## config.mk

```make
export PLATFORM = sky130hd
export DESIGN_NAME = exec_core
export DESIGN_NICKNAME = d
export VERILOG_FILES = /design/src/shared/exec_pkg.sv /design/src/verilog/exec_core.sv /design/src/verilog/result_unit.sv
export SDC_FILE = /design/constraint.sdc
export NUM_CORES = 1
export LEC_CHECK = 0
export BUFFER_PORTS_ARGS = -buffer_cell sky130_fd_sc_hd__buf_2
export CELL_PAD_IN_SITES_DETAIL_PLACEMENT = 1
export CELL_PAD_IN_SITES_GLOBAL_PLACEMENT = 1
export CORE_ASPECT_RATIO = 0.5
export CORE_UTILIZATION = 40
export DETAILED_ROUTE_END_ITERATION = 7
export PLACE_DENSITY_LB_ADDON = 0.08
export SKIP_CTS_REPAIR_TIMING = 1
export SLEW_MARGIN = 20
export SYNTH_ARGS = -nofsm -noshare
export SYNTH_HDL_FRONTEND = slang
export SYNTH_SLANG_ARGS = --single-unit
export TNS_END_PERCENT = 30
```

## constraint.sdc

```tcl
create_clock -name clk -period 7.85 [get_ports clk]
set_input_delay 0.785 -clock clk [delete_from_list [all_inputs] [get_ports clk]]
set_output_delay 0.785 -clock clk [all_outputs]
set_load 0.005 [all_outputs]
```

## src/shared/exec_pkg.sv

```systemverilog
package exec_pkg;
	// ==========================================
	// register map, byte addresses
	localparam logic [7:0] off_acc = 8'h00;
	localparam logic [7:0] off_index = 8'h04;
	localparam logic [7:0] off_pc = 8'h08;
	localparam logic [7:0] off_sp = 8'h0c;
	localparam logic [7:0] off_flags = 8'h10;
	localparam logic [7:0] off_cmd = 8'h14;

	// ==========================================
	// condition_flags layout and reset values
	localparam int flag_v = 7;
	localparam int flag_h = 4;
	localparam int flag_i = 3;
	localparam int flag_n = 2;
	localparam int flag_z = 1;
	localparam int flag_c = 0;
	localparam logic [7:0] flags_fixed_ones = 8'h60;
	localparam logic [7:0] flags_rst = 8'h68;
	localparam logic [7:0] acc_rst = 8'h00;
	localparam logic [15:0] index_rst = 16'h0000;
	localparam logic [15:0] pc_rst = 16'h0000;
	localparam logic [15:0] sp_rst = 16'h00ff;
	localparam int cmd_busy_bit = 16;
	localparam int cmd_bad_bit = 17;

	// ==========================================
	// opcode constants
	localparam logic [7:0] prefix_byte = 8'h9e;
	localparam logic [7:0] inc_overflow_val = 8'h7f;

	typedef enum logic [2:0] {
		xor_into_acc, increment_op, jump_op, call_subroutine,
		load_acc, load_index_pair, load_index_low
	} op_e;

	typedef enum logic [3:0] {
		acc_inh_mode, index_low_inh_mode, immediate_mode, direct_mode,
		extended_mode, indexed_offset16_mode, indexed_offset8_mode,
		indexed_plain_mode, stack_offset16_mode, stack_offset8_mode
	} mode_e;

	typedef struct packed {
		logic ok;
		op_e op;
		mode_e mode;
		logic [2:0] cycles;
	} decode_s;

	// operand bytes that follow the opcode
	function automatic logic [1:0] operand_bytes(input op_e op, input mode_e mode);
		unique case (mode)
			immediate_mode: return (op == load_index_pair) ? 2'd2 : 2'd1;
			direct_mode, indexed_offset8_mode, stack_offset8_mode: return 2'd1;
			extended_mode, indexed_offset16_mode, stack_offset16_mode: return 2'd2;
			default: return 2'd0;
		endcase
	endfunction
endpackage

```

## src/verilog/exec_core.sv

```systemverilog
`timescale 1ns/1ps
`default_nettype none
// How it works
// - xor combines operand into accumulator bit by bit
// - xor clears v, sets n, z
// - xor opcodes with their cycle counts
// - increment adds one, carry untouched
// - v set when operand was 7f
// - low index increment never touches high
// - increment opcodes with their cycle counts
// - jump loads pc with effective address
// - jump opcodes with their cycle counts
// - call loads pc with effective address; return address is past its operands
// - call pushes low then high byte
// - sp points at next free location
// - call opcodes with their cycle counts
// - load accumulator sets n, z, clears v
// - load accumulator opcodes with cycle counts
// - pair load high first, 16-bit flags
// - pair load opcodes 45 and 55
// - load low index sets n, z
module exec_core (
	input wire logic clk,
	input wire logic reset_n,
	input wire logic wb_cyc_i,
	input wire logic wb_stb_i,
	input wire logic wb_we_i,
	input wire logic [7:0] wb_adr_i,
	input wire logic [31:0] wb_dat_i,
	input wire logic [3:0] wb_sel_i,
	output logic [31:0] wb_dat_o,
	output logic wb_ack_o,
	output logic [15:0] mem_addr,
	output logic mem_rd,
	output logic mem_wr,
	output logic [7:0] mem_wdata,
	input wire logic [7:0] mem_rdata
);
	typedef enum logic [2:0] {st_idle, st_fetch, st_read, st_write, st_pad} state_e;

	// ==========================================
	// opcode table
	function automatic exec_pkg::decode_s decode_op(input logic [15:0] code);
		exec_pkg::decode_s d;
		d = '{1'b0, exec_pkg::xor_into_acc, exec_pkg::immediate_mode, 3'd1};
		case (code)
			16'h00a8: d = '{1'b1, exec_pkg::xor_into_acc, exec_pkg::immediate_mode, 3'd2};
			16'h00b8: d = '{1'b1, exec_pkg::xor_into_acc, exec_pkg::direct_mode, 3'd3};
			16'h00c8: d = '{1'b1, exec_pkg::xor_into_acc, exec_pkg::extended_mode, 3'd4};
			16'h00d8: d = '{1'b1, exec_pkg::xor_into_acc, exec_pkg::indexed_offset16_mode, 3'd4};
			16'h00e8: d = '{1'b1, exec_pkg::xor_into_acc, exec_pkg::indexed_offset8_mode, 3'd3};
			16'h00f8: d = '{1'b1, exec_pkg::xor_into_acc, exec_pkg::indexed_plain_mode, 3'd2};
			16'h9ed8: d = '{1'b1, exec_pkg::xor_into_acc, exec_pkg::stack_offset16_mode, 3'd5};
			16'h9ee8: d = '{1'b1, exec_pkg::xor_into_acc, exec_pkg::stack_offset8_mode, 3'd4};
			16'h003c: d = '{1'b1, exec_pkg::increment_op, exec_pkg::direct_mode, 3'd4};
			16'h004c: d = '{1'b1, exec_pkg::increment_op, exec_pkg::acc_inh_mode, 3'd1};
			16'h005c: d = '{1'b1, exec_pkg::increment_op, exec_pkg::index_low_inh_mode, 3'd1};
			16'h006c: d = '{1'b1, exec_pkg::increment_op, exec_pkg::indexed_offset8_mode, 3'd4};
			16'h007c: d = '{1'b1, exec_pkg::increment_op, exec_pkg::indexed_plain_mode, 3'd3};
			16'h9e6c: d = '{1'b1, exec_pkg::increment_op, exec_pkg::stack_offset8_mode, 3'd5};
			16'h00bc: d = '{1'b1, exec_pkg::jump_op, exec_pkg::direct_mode, 3'd2};
			16'h00cc: d = '{1'b1, exec_pkg::jump_op, exec_pkg::extended_mode, 3'd3};
			16'h00dc: d = '{1'b1, exec_pkg::jump_op, exec_pkg::indexed_offset16_mode, 3'd4};
			16'h00ec: d = '{1'b1, exec_pkg::jump_op, exec_pkg::indexed_offset8_mode, 3'd3};
			16'h00fc: d = '{1'b1, exec_pkg::jump_op, exec_pkg::indexed_plain_mode, 3'd3};
			16'h00bd: d = '{1'b1, exec_pkg::call_subroutine, exec_pkg::direct_mode, 3'd4};
			16'h00cd: d = '{1'b1, exec_pkg::call_subroutine, exec_pkg::extended_mode, 3'd5};
			16'h00dd: d = '{1'b1, exec_pkg::call_subroutine, exec_pkg::indexed_offset16_mode, 3'd6};
			16'h00ed: d = '{1'b1, exec_pkg::call_subroutine, exec_pkg::indexed_offset8_mode, 3'd5};
			16'h00fd: d = '{1'b1, exec_pkg::call_subroutine, exec_pkg::indexed_plain_mode, 3'd4};
			16'h00a6: d = '{1'b1, exec_pkg::load_acc, exec_pkg::immediate_mode, 3'd2};
			16'h00b6: d = '{1'b1, exec_pkg::load_acc, exec_pkg::direct_mode, 3'd3};
			16'h00c6: d = '{1'b1, exec_pkg::load_acc, exec_pkg::extended_mode, 3'd4};
			16'h00d6: d = '{1'b1, exec_pkg::load_acc, exec_pkg::indexed_offset16_mode, 3'd4};
			16'h00e6: d = '{1'b1, exec_pkg::load_acc, exec_pkg::indexed_offset8_mode, 3'd3};
			16'h00f6: d = '{1'b1, exec_pkg::load_acc, exec_pkg::indexed_plain_mode, 3'd2};
			16'h9ed6: d = '{1'b1, exec_pkg::load_acc, exec_pkg::stack_offset16_mode, 3'd5};
			16'h9ee6: d = '{1'b1, exec_pkg::load_acc, exec_pkg::stack_offset8_mode, 3'd4};
			16'h0045: d = '{1'b1, exec_pkg::load_index_pair, exec_pkg::immediate_mode, 3'd3};
			16'h0055: d = '{1'b1, exec_pkg::load_index_pair, exec_pkg::direct_mode, 3'd4};
			16'h00ae: d = '{1'b1, exec_pkg::load_index_low, exec_pkg::immediate_mode, 3'd2};
			16'h00be: d = '{1'b1, exec_pkg::load_index_low, exec_pkg::direct_mode, 3'd3};
			16'h00ce: d = '{1'b1, exec_pkg::load_index_low, exec_pkg::extended_mode, 3'd4};
			16'h00de: d = '{1'b1, exec_pkg::load_index_low, exec_pkg::indexed_offset16_mode, 3'd4};
			16'h00ee: d = '{1'b1, exec_pkg::load_index_low, exec_pkg::indexed_offset8_mode, 3'd3};
			16'h00fe: d = '{1'b1, exec_pkg::load_index_low, exec_pkg::indexed_plain_mode, 3'd2};
			16'h9ede: d = '{1'b1, exec_pkg::load_index_low, exec_pkg::stack_offset16_mode, 3'd5};
			16'h9eee: d = '{1'b1, exec_pkg::load_index_low, exec_pkg::stack_offset8_mode, 3'd4};
			default: d.ok = 1'b0;
		endcase
		return d;
	endfunction

	function automatic logic [31:0] lane_merge(input logic [31:0] old, input logic [31:0] val, input logic [3:0] sel);
		logic [31:0] m;
		m = old;
		for (int b = 0; b < 4; b++) begin
			if (sel[b]) begin
				m[8*b +: 8] = val[8*b +: 8];
			end
		end
		return m;
	endfunction

	// ==========================================
	// state
	state_e state;
	state_e next_state;
	logic [7:0] acc;
	logic [15:0] index;
	logic [15:0] pc;
	logic [15:0] sp;
	logic [7:0] condition_flags;
	logic [15:0] opcode;
	exec_pkg::decode_s dec;
	logic bad;
	logic [2:0] cnt;
	logic [1:0] idx;
	logic [15:0] opnd;
	logic [15:0] data;

	// ==========================================
	// register bus decode
	wire busy = (state != st_idle);
	wire bus_take = wb_cyc_i & wb_stb_i & ~wb_ack_o;
	wire bus_write = wb_cyc_i & wb_stb_i & wb_we_i & wb_ack_o;
	logic [31:0] rd_word;
	always_comb begin
		unique case (wb_adr_i)
			exec_pkg::off_acc: rd_word = {24'h000000, acc};
			exec_pkg::off_index: rd_word = {16'h0000, index};
			exec_pkg::off_pc: rd_word = {16'h0000, pc};
			exec_pkg::off_sp: rd_word = {16'h0000, sp};
			exec_pkg::off_flags: rd_word = {24'h000000, condition_flags | exec_pkg::flags_fixed_ones};
			exec_pkg::off_cmd: rd_word = {14'h0000, bad, busy, opcode};
			default: rd_word = 32'h00000000;
		endcase
	end
	wire [31:0] wr_word = lane_merge(rd_word, wb_dat_i, wb_sel_i);
	// bus writes to the architectural registers are ignored while an instruction runs
	wire reg_wr = bus_write & ~busy;
	wire wr_acc = reg_wr & (wb_adr_i == exec_pkg::off_acc);
	wire wr_index = reg_wr & (wb_adr_i == exec_pkg::off_index);
	wire wr_pc = reg_wr & (wb_adr_i == exec_pkg::off_pc);
	wire wr_sp = reg_wr & (wb_adr_i == exec_pkg::off_sp);
	wire wr_flags = reg_wr & (wb_adr_i == exec_pkg::off_flags);
	wire wr_cmd = reg_wr & (wb_adr_i == exec_pkg::off_cmd);
	wire exec_pkg::decode_s new_dec = decode_op(wr_word[15:0]);
	wire start = wr_cmd & new_dec.ok;

	// ==========================================
	// addressing
	wire prefixed = (opcode[15:8] == exec_pkg::prefix_byte);
	wire [15:0] op_len = prefixed ? 16'h0002 : 16'h0001;
	wire [1:0] nbytes = exec_pkg::operand_bytes(dec.op, dec.mode);
	wire [15:0] opnd_base = pc + op_len;
	wire [15:0] ret_addr = opnd_base + {14'h0000, nbytes};
	wire is_inh = (dec.mode == exec_pkg::acc_inh_mode) | (dec.mode == exec_pkg::index_low_inh_mode);
	wire is_mem = ~is_inh & (dec.mode != exec_pkg::immediate_mode);
	wire is_branch = (dec.op == exec_pkg::jump_op) | (dec.op == exec_pkg::call_subroutine);
	wire needs_read = is_mem & ~is_branch;
	wire [1:0] read_cnt = (dec.op == exec_pkg::load_index_pair) ? 2'd2 : 2'd1;
	wire is_call = (dec.op == exec_pkg::call_subroutine);
	wire needs_write = is_call | (is_mem & (dec.op == exec_pkg::increment_op));
	wire [1:0] write_cnt = is_call ? 2'd2 : 2'd1;
	logic [15:0] ea;
	always_comb begin
		unique case (dec.mode)
			exec_pkg::direct_mode: ea = {8'h00, opnd[7:0]};
			exec_pkg::extended_mode: ea = opnd;
			exec_pkg::indexed_offset16_mode: ea = index + opnd;
			exec_pkg::indexed_offset8_mode: ea = index + {8'h00, opnd[7:0]};
			exec_pkg::stack_offset16_mode: ea = sp + opnd;
			exec_pkg::stack_offset8_mode: ea = sp + {8'h00, opnd[7:0]};
			default: ea = index;
		endcase
	end

	// ==========================================
	// result unit
	wire [7:0] alu_operand = (dec.mode == exec_pkg::immediate_mode) ? opnd[7:0] :
		(dec.mode == exec_pkg::acc_inh_mode) ? acc :
		(dec.mode == exec_pkg::index_low_inh_mode) ? index[7:0] : data[7:0];
	wire [15:0] pair_word = (dec.mode == exec_pkg::immediate_mode) ? opnd : data;
	logic [7:0] alu_result;
	logic [7:0] alu_flags;
	result_unit alu (
		.op(dec.op),
		.operand(alu_operand),
		.acc(acc),
		.word(pair_word),
		.flags_in(condition_flags),
		.result(alu_result),
		.flags_out(alu_flags)
	);

	// ==========================================
	// sequencer
	// every access takes one cycle; the pad state stretches to the table count
	wire last_step = (idx == ((state == st_fetch) ? nbytes - 2'd1 :
		(state == st_read) ? read_cnt - 2'd1 : write_cnt - 2'd1));
	wire commit = (state == st_pad) & (cnt == dec.cycles);
	wire exec_pkg::decode_s cur = start ? new_dec : dec;
	wire first_fetch = (exec_pkg::operand_bytes(cur.op, cur.mode) != 2'd0);
	// plain indexed memory forms read without fetching any operand
	wire new_mem = (new_dec.mode == exec_pkg::indexed_plain_mode);
	wire new_branch = (new_dec.op == exec_pkg::jump_op) | (new_dec.op == exec_pkg::call_subroutine);
	wire needs_read_new = new_mem & ~new_branch;
	// a plain indexed call has nothing to fetch, so it goes straight to its pushes
	wire needs_write_new = (new_dec.op == exec_pkg::call_subroutine);
	always_comb begin
		next_state = state;
		unique case (state)
			st_idle: begin
				if (start) begin
					next_state = first_fetch ? st_fetch : needs_read_new ? st_read : needs_write_new ? st_write : st_pad;
				end
			end
			st_fetch: begin
				if (last_step) begin
					next_state = needs_read ? st_read : (needs_write ? st_write : st_pad);
				end
			end
			st_read: begin
				if (last_step) begin
					next_state = needs_write ? st_write : st_pad;
				end
			end
			st_write: begin
				if (last_step) begin
					next_state = st_pad;
				end
			end
			st_pad: begin
				if (commit) begin
					next_state = st_idle;
				end
			end
		endcase
	end

	// ==========================================
	// memory side
	assign mem_rd = (state == st_fetch) | (state == st_read);
	assign mem_wr = (state == st_write);
	assign mem_addr = (state == st_fetch) ? opnd_base + {14'h0000, idx} :
		(state == st_read) ? ea + {14'h0000, idx} :
		(state == st_write) ? (is_call ? sp : ea) : 16'h0000;
	assign mem_wdata = is_call ? ((idx == 2'd0) ? ret_addr[7:0] : ret_addr[15:8]) : alu_result;

	// ==========================================
	// next values of the programmer registers
	wire acc_dest = (dec.op == exec_pkg::xor_into_acc) | (dec.op == exec_pkg::load_acc) |
		((dec.op == exec_pkg::increment_op) & (dec.mode == exec_pkg::acc_inh_mode));
	wire xl_dest = (dec.op == exec_pkg::load_index_low) |
		((dec.op == exec_pkg::increment_op) & (dec.mode == exec_pkg::index_low_inh_mode));
	wire [7:0] next_acc = wr_acc ? wr_word[7:0] : (commit & acc_dest) ? alu_result : acc;
	wire [15:0] next_index = wr_index ? wr_word[15:0] :
		(commit & (dec.op == exec_pkg::load_index_pair)) ? pair_word :
		(commit & xl_dest) ? {index[15:8], alu_result} : index;
	wire [15:0] next_pc = wr_pc ? wr_word[15:0] : commit ? (is_branch ? ea : ret_addr) : pc;
	wire [15:0] next_sp = wr_sp ? wr_word[15:0] : (mem_wr & is_call) ? sp - 16'h0001 : sp;
	wire [7:0] next_flags = wr_flags ? wr_word[7:0] : commit ? alu_flags : condition_flags;

	always_ff @(posedge clk) begin
		if (!reset_n) begin
			acc <= exec_pkg::acc_rst;
			index <= exec_pkg::index_rst;
			pc <= exec_pkg::pc_rst;
			sp <= exec_pkg::sp_rst;
			condition_flags <= exec_pkg::flags_rst;
		end else begin
			acc <= next_acc;
			index <= next_index;
			pc <= next_pc;
			sp <= next_sp;
			condition_flags <= next_flags;
		end
	end

	always_ff @(posedge clk) begin
		if (!reset_n) begin
			state <= st_idle;
			cnt <= 3'd0;
			idx <= 2'd0;
		end else begin
			state <= next_state;
			cnt <= start ? 3'd1 : busy ? cnt + 3'd1 : 3'd0;
			idx <= (next_state != state) ? 2'd0 : (mem_rd | mem_wr) ? idx + 2'd1 : 2'd0;
		end
	end

	// first fetched byte lands high once the second shifts in
	always_ff @(posedge clk) begin
		if (!reset_n) begin
			opcode <= 16'h0000;
			dec <= '{1'b0, exec_pkg::xor_into_acc, exec_pkg::immediate_mode, 3'd1};
			bad <= 1'b0;
			opnd <= 16'h0000;
			data <= 16'h0000;
		end else begin
			if (wr_cmd) begin
				opcode <= wr_word[15:0];
				dec <= new_dec;
				bad <= ~new_dec.ok;
			end
			opnd <= start ? 16'h0000 : (state == st_fetch) ? {opnd[7:0], mem_rdata} : opnd;
			data <= start ? 16'h0000 : (state == st_read) ? {data[7:0], mem_rdata} : data;
		end
	end

	always_ff @(posedge clk) begin
		if (!reset_n) begin
			wb_ack_o <= 1'b0;
			wb_dat_o <= 32'h00000000;
		end else begin
			wb_ack_o <= bus_take;
			wb_dat_o <= bus_take ? rd_word : wb_dat_o;
		end
	end
endmodule
`default_nettype wire

```

## src/verilog/result_unit.sv

```systemverilog
`timescale 1ns/1ps
`default_nettype none
module result_unit (
	input wire exec_pkg::op_e op,
	input wire logic [7:0] operand,
	input wire logic [7:0] acc,
	input wire logic [15:0] word,
	input wire logic [7:0] flags_in,
	output logic [7:0] result,
	output logic [7:0] flags_out
);
	// ==========================================
	// byte results and flag updates
	always_comb begin
		flags_out = flags_in;
		result = operand;
		unique case (op)
			exec_pkg::xor_into_acc: begin
				result = acc ^ operand;
				flags_out[exec_pkg::flag_v] = 1'b0;
			end
			exec_pkg::increment_op: begin
				result = operand + 8'h01;
				flags_out[exec_pkg::flag_v] = (operand == exec_pkg::inc_overflow_val);
			end
			exec_pkg::load_acc, exec_pkg::load_index_low: begin
				flags_out[exec_pkg::flag_v] = 1'b0;
			end
			exec_pkg::load_index_pair: begin
				flags_out[exec_pkg::flag_v] = 1'b0;
				flags_out[exec_pkg::flag_n] = word[15];
				flags_out[exec_pkg::flag_z] = (word == 16'h0000);
			end
			exec_pkg::jump_op, exec_pkg::call_subroutine: begin
				result = operand;
			end
		endcase
		// byte results share the n and z formula; carry is never touched
		if (op != exec_pkg::load_index_pair && op != exec_pkg::jump_op && op != exec_pkg::call_subroutine) begin
			flags_out[exec_pkg::flag_n] = result[7];
			flags_out[exec_pkg::flag_z] = (result == 8'h00);
		end
	end
endmodule
`default_nettype wire

```

======== Word-level counts from Yosys, hierarchy flattened ========
Cells that the tools add are included.
W data, S select, Z words.
word-level totals
  bits in read-only memories .............. 0
  logic and storage cells ................. 246
  output and inout bits ................... 59
  RAM bits ................................ 0
  register bits after elaboration ......... 162
  bits in latches ......................... 0
  memories ................................ 0
operators by class
  divide/modulo/power cells ............... 0
  add/sub/neg operators ................... 15
  equal/unequal tests ..................... 85
  reductions and logical operators ........ 30
  muxes and demuxes ....................... 54
  $mul .................................... 0
  $lt $le $gt $ge ......................... 0
  bitwise operators ....................... 41
  shifts and indexed selects .............. 0
operator list
  cell                    number
  $eq A16 B8 Y1 const B   28
  $pmux W10 S42           1
  $mux W16                12
  $eq A16 B16 Y1 const B  7
  $pmux W18 S6            1
  $eq A16 B7 Y1 const B   6
  $mux W8                 12
  $pmux W16 S6            1
  $add A16 B2 Y16         4
  $reduce_or A42 Y1       1
  $add A16 B16 Y16        2
  $add A16 B8 Y16         2
  $mux W3                 10
  $eq A4 B3 Y1 const B    7
  $and A1 B1 Y1           23
  $eq A3 B2 Y1 const B    6
  $reduce_or A3 Y1        6
  $eq A16 B6 Y1 const B   1
  $eq A4 B2 Y1 const B    4
  $eq A4 B4 Y1 const B    4
  $eq A8 B4 Y1 const B    2
  $eq A8 B5 Y1 const B    2
  $logic_not A16 Y1       1
  $logic_not A8 Y1        2
  36 further kinds        80

======== Longest topological paths before layout ========
  word-level depth ........................ 17
  depth in mapped cells ................... 19
  gate-level depth less buffers ........... 16

======== Modules after synthesis ========
Synthesis repeated with hierarchy kept, for this count alone.
unflattened totals
  cells, all modules ...................... 1848
  area total of the unflattened synthesis .. 13882.1 sq um
modules (own cells, without submodules)
  module       area each (sq um)  times used  cells each
  exec_core    13415.4            1           1781
  result_unit  466.7              1           67

======== Worst setup path before layout ========
No wires, ideal clock.
  kind .................................... flip-flop to output port
  from .................................... register dec[6] (netlist bit)
  to ...................................... output port mem_addr[14]
  cell stages (with the launch flop) ...... 19
  data required time ...................... 7.065 ns
  arrival time ............................ 4.735 ns
  slack ................................... 2.330 ns
  path through ............................ dfxtp_1 -> clkbuf_1 -> clkbuf_1 -> nor4b_2 -> clkbuf_1 -> mux2_2 -> ha_1 -> inv_1 -> fa_1 -> o22ai_1 -> a21oi_1 -> a21oi_1 -> fa_1 -> and2_1 -> and4b_1 -> nor4bb_1 -> nand4_1 -> xor2_1 -> o21ai_0
between the ends
  longest elaborated chain between the ends .. 6
RTL lines
  item                                                                     RTL line          text
  start: declaration                                                       exec_core.sv:115  exec_pkg::decode_s dec;
  start signal: assignment                                                 exec_core.sv:297  dec <= '{1'b0, exec_pkg::xor_into_acc, exec_pkg::immediate_mode, 3'd1};
  start signal: assignment                                                 exec_core.sv:304  dec <= new_dec;
  $eq A4 B4 Y1 (tied with other cells)                                     exec_core.sv:168  unique case (dec.mode)
  $pmux W16 S6 *                                                           exec_core.sv:168
  parallel branches: the longest is 2 deep, another holds $add A16 B2 Y16  --
  $mux W16 *                                                               exec_core.sv:247  (state == st_read) ? ea + {14'h0000, idx} :
  $mux W16 *                                                               exec_core.sv:246  assign mem_addr = (state == st_fetch) ? opnd_base + {14'h0000, idx} :
  end: declaration                                                         exec_core.sv:33   output logic [15:0] mem_addr,
Mark *: on every way between the ends.

======== Worst setup path after layout ========
  from .................................... register dec[5] (netlist bit)
  to ...................................... output port mem_addr[14]
Same word-level chain as after synthesis.

==> flow_metrics.tcl <==
set metrics [dict create \
    status "completed" \
    ys.flop_type "dfxtp_1" \
    cp-startpoint "dec[5]$_SDFFE_PN0P_" \
    cts_root_buf "clkbuf_16" \
    grt_overflow_total 0 \
    rsz0062_at_grt "no" \
    max-clock-path-buffers 2 \
    fillCellCount 4080 \
    worstSkewPairLatency_ps 450 \
    register_area_sq_mm 0.00296 \
    die_h_microns 132 \
    grtUsageTotal_pct 34.3 \
    antenna_found_initial 0 \
    fin_crit_ps 6670 \
    ys_seq_area_share_pct 21.9 \
    area_delta_synth_final_pct 9.09 \
    endpoint_kind "output port" \
    yosys.cell_types.count 99 \
    rr_startpoint "dec[5]$_SDFFE_PN0P_" \
    vias 14500 \
    syn_area_per_cell_sq_um 7.58 \
    finalWirelength_microns 60500 \
    clk_pin_slew_ps 70 \
    peakVddDrop_mv 0.128 \
    synth_top_cell_by_area "dfxtp_1" \
    worstMarginPinSlew_ps 1060 \
    diodes 0 \
    dpl.cell_count 2211 \
    power.density_mw_per_mm2 148 \
    grt_pass1_wl_microns 89700 \
    h-tree-depth 4 \
    num_rows 47 \
    cap_viol_max_count 0 \
    hold_class "reg2reg" \
    cts_tree "done" \
    synthTopCellsByArea "dfxtp_1 (22%), nand2_1 (7.7%), mux2i_1 (5.6%), o21ai_0 (4.3%), ha_1 (3.2%)" \
    cpLargestDelayFamily "compound AO/OA/AOI/OAI gates" \
    syn-cell-area_sq_mm 0.0136 \
    hold_viol 0 \
    crit_cells 14 \
    ys_seq_elements 148 \
    layout.nets 1887 \
    worst_path_largest_cell_delay_ps 940 \
    post_drt_via_cell_ratio 6.47 \
    drtIter0Drc 1494 \
    start_util_pct 40.8 \
    gp_congestion 0.958 \
    synth_top_area_share_pct 21.9 \
    slew_violations 0 \
    crit_arrival_ps 5880 \
    power_leakage_nw 5.84 \
    cts_buffers 17 \
    drtPass1Iterations 5 \
    dieArea_sq_mm 0.0347 \
    path_cells "nor4b_4, mux2_2, ha_1, a211oi_1, o21ai_0, a2111oi_0, o31ai_1, xor2_1, nand2_1, a31oi_1, nand4_1, xor2_1, o21ai_0, buf_2" \
    pin_count 116 \
    wl_per_cell_microns 27.0 \
    critPathSlowestCell "nor4b_4" \
    hold_depth 2 \
    ant_nets 0 \
    criticalPathCategory "reg2out" \
    min_period_over_period_pct 85.0 \
    grt_pass1_vias 14000 \
    drc 0 \
    crit_fanout 14 \
    min_from "data[10]$_SDFFE_PP0P_" \
    clock.fmax_ghz 0.150 \
    hpwl_microns 46400 \
    setup_violations 0 \
    grt_start_max_net_pins 100 \
    portBuffers 83 \
    cts_num_sinks 148 \
    finalSetupTns_ps 0 \
    synth_edf_count 0 \
    drive_above_1_share_pct 14.4 \
    final_cells 2242 \
    async_flop_share_pct 0 \
    chipWidth_microns 262 \
    r2r_cells 13 \
    crit_path_start_kind "register" \
    worstPathRequired_ps 7070 \
    path_buf_inv 1 \
    core_area_sq_mm 0.0332 \
    multiInputGateArea_sq_mm 0.00988 \
    skew_ps 27.5 \
    relSlewSlack_pct 29.1 \
    syn_inst 1787 \
    synth_warnings 0 \
]
==> cell families after synthesis <==
family                   share of synthesized area, %
AO/OA/AOI/OAI                                    28.8
XOR/XNOR                                         5.49
adder cells (fa/ha/maj)                          4.19
buffers and inverters                            5.97
flip-flops                                       21.9
multiplexers                                     8.82
other                                          0.0277
AND/OR/NAND/NOR                                  24.8
==> path summary, 6_finish.rpt <==
kind,slack (ps),endpoint
max,1180,mem_addr[14]
max reg2reg,2400,pc[15]$_SDFFE_PN0P_
min reg2reg,470,data[10]$_SDFFE_PP0P_
min,470,data[10]$_SDFFE_PP0P_
==> report_power, final <==
part | internal (mW) | leakage (nW) | total (mW) | switching, mW
sequential | 0.775 | 1.19 | 0.841 | 0.0667
clock | 0.488 | 0.294 | 0.881 | 0.394
combinational | 0.152 | 4.35 | 0.464 | 0.312
total | 1.41 | 5.84 | 2.19 | 0.772
==> cells in the final DEF, fill, tap and decap left out, types with 19 or more instances in the layout <==
| cell | n |
|---|---|
| buf_2 | 82 |
| ha_1 | 35 |
| o21ai_0 | 116 |
| nor2b_1 | 19 |
| a21boi_0 | 27 |
| o211a_1 | 24 |
| o21a_1 | 20 |
| nand4_1 | 21 |
| mux2i_1 | 76 |
| xor2_1 | 43 |
| mux2_2 | 30 |
| o211ai_1 | 27 |
| dfxtp_1 | 148 |
| nand2_1 | 277 |
| a21oi_1 | 79 |
| nand3_1 | 36 |
| nor2_1 | 99 |
| inv_1 | 36 |
| and2_1 | 34 |
| nand2b_1 | 20 |
| xnor2_1 | 42 |
| or3_1 | 19 |
| a22oi_1 | 23 |
| a21oi_2 | 31 |
| nor3_1 | 41 |
| buf_4 | 32 |
==> state kept, by name, indices dropped and copies added, names as in the netlist, 2 cells and up <==
signal	flops
pc	16
wb_dat_o	18
idx	2
opnd	16
state	3
index	16
opcode	16
data	16
sp	16
condition_flags	6
dec	10
cnt	3
acc	8
==> area by class of cell <==
class,instances,area share [%]
Timing Repair Buffer,114,4.40
Clock buffer,18,2.97
Inverter,36,0.914
Sequential cell,148,20.0
Tap cell,441,3.73
Multi-Input combinational cell,1472,66.8
Clock inverter,13,1.10
==> stage by stage <==
stage          power, mW  instance area (sq um)  setup slack [ps]  hold WS [ps]  util (%)
2_1_floorplan       1.13                  13600              2330           440         -
3_3_place_gp        1.29                  14200              1850           453      42.7
3_5_place_dp        1.31                  14200              1860           460      42.7
4_1_cts             2.18                  14800              1350           472      44.5
5_1_grt             2.26                  14800               881           492      44.5
6_report            2.19                  14800              1180           473      44.5
==> metal layers <==
layer	part of all wire [%]	global-route usage (%)	routed length [microns]	up-vias
li1	-	-	-	6574
met1	48	50.6	29000	7291
met2	40	48.2	24400	604
met3	10	9.99	6030	46
met4	1.8	8.20	1100	0
met5	0	0	0	-
==> cell usage after synthesis (11+ instances only) <==
cell type,number
o221ai_1,16
mux2i_1,76
buf_2,11
nand2_1,277
dfxtp_1,148
nand3_1,36
o21a_1,20
xor2_1,43
buf_4,20
a211oi_1,18
a21oi_1,80
o21ai_0,116
a221oi_1,18
clkbuf_1,93
o211ai_1,27
nor2b_1,19
inv_1,36
or2_2,12
nand2b_1,20
ha_1,35
a21o_1,11
o22ai_1,15
a21boi_0,27
mux2_2,30
or3_1,19
o211a_1,24
buf_1,14
and2_1,34
nand4_1,21
and3_1,16
nor3_1,44
nor4_1,21
xnor2_1,42
nor2_1,102
a21oi_2,30
a22oi_1,23
==> worst min-delay path: cells and delay by family, from the launching register on <==
kind | cells | cell delay (ps)
flip-flops | 1 | 310
AO/OA/AOI/OAI | 1 | 50
AND/OR/NAND/NOR | 1 | 70
Power figures use the tool's default switching activity.
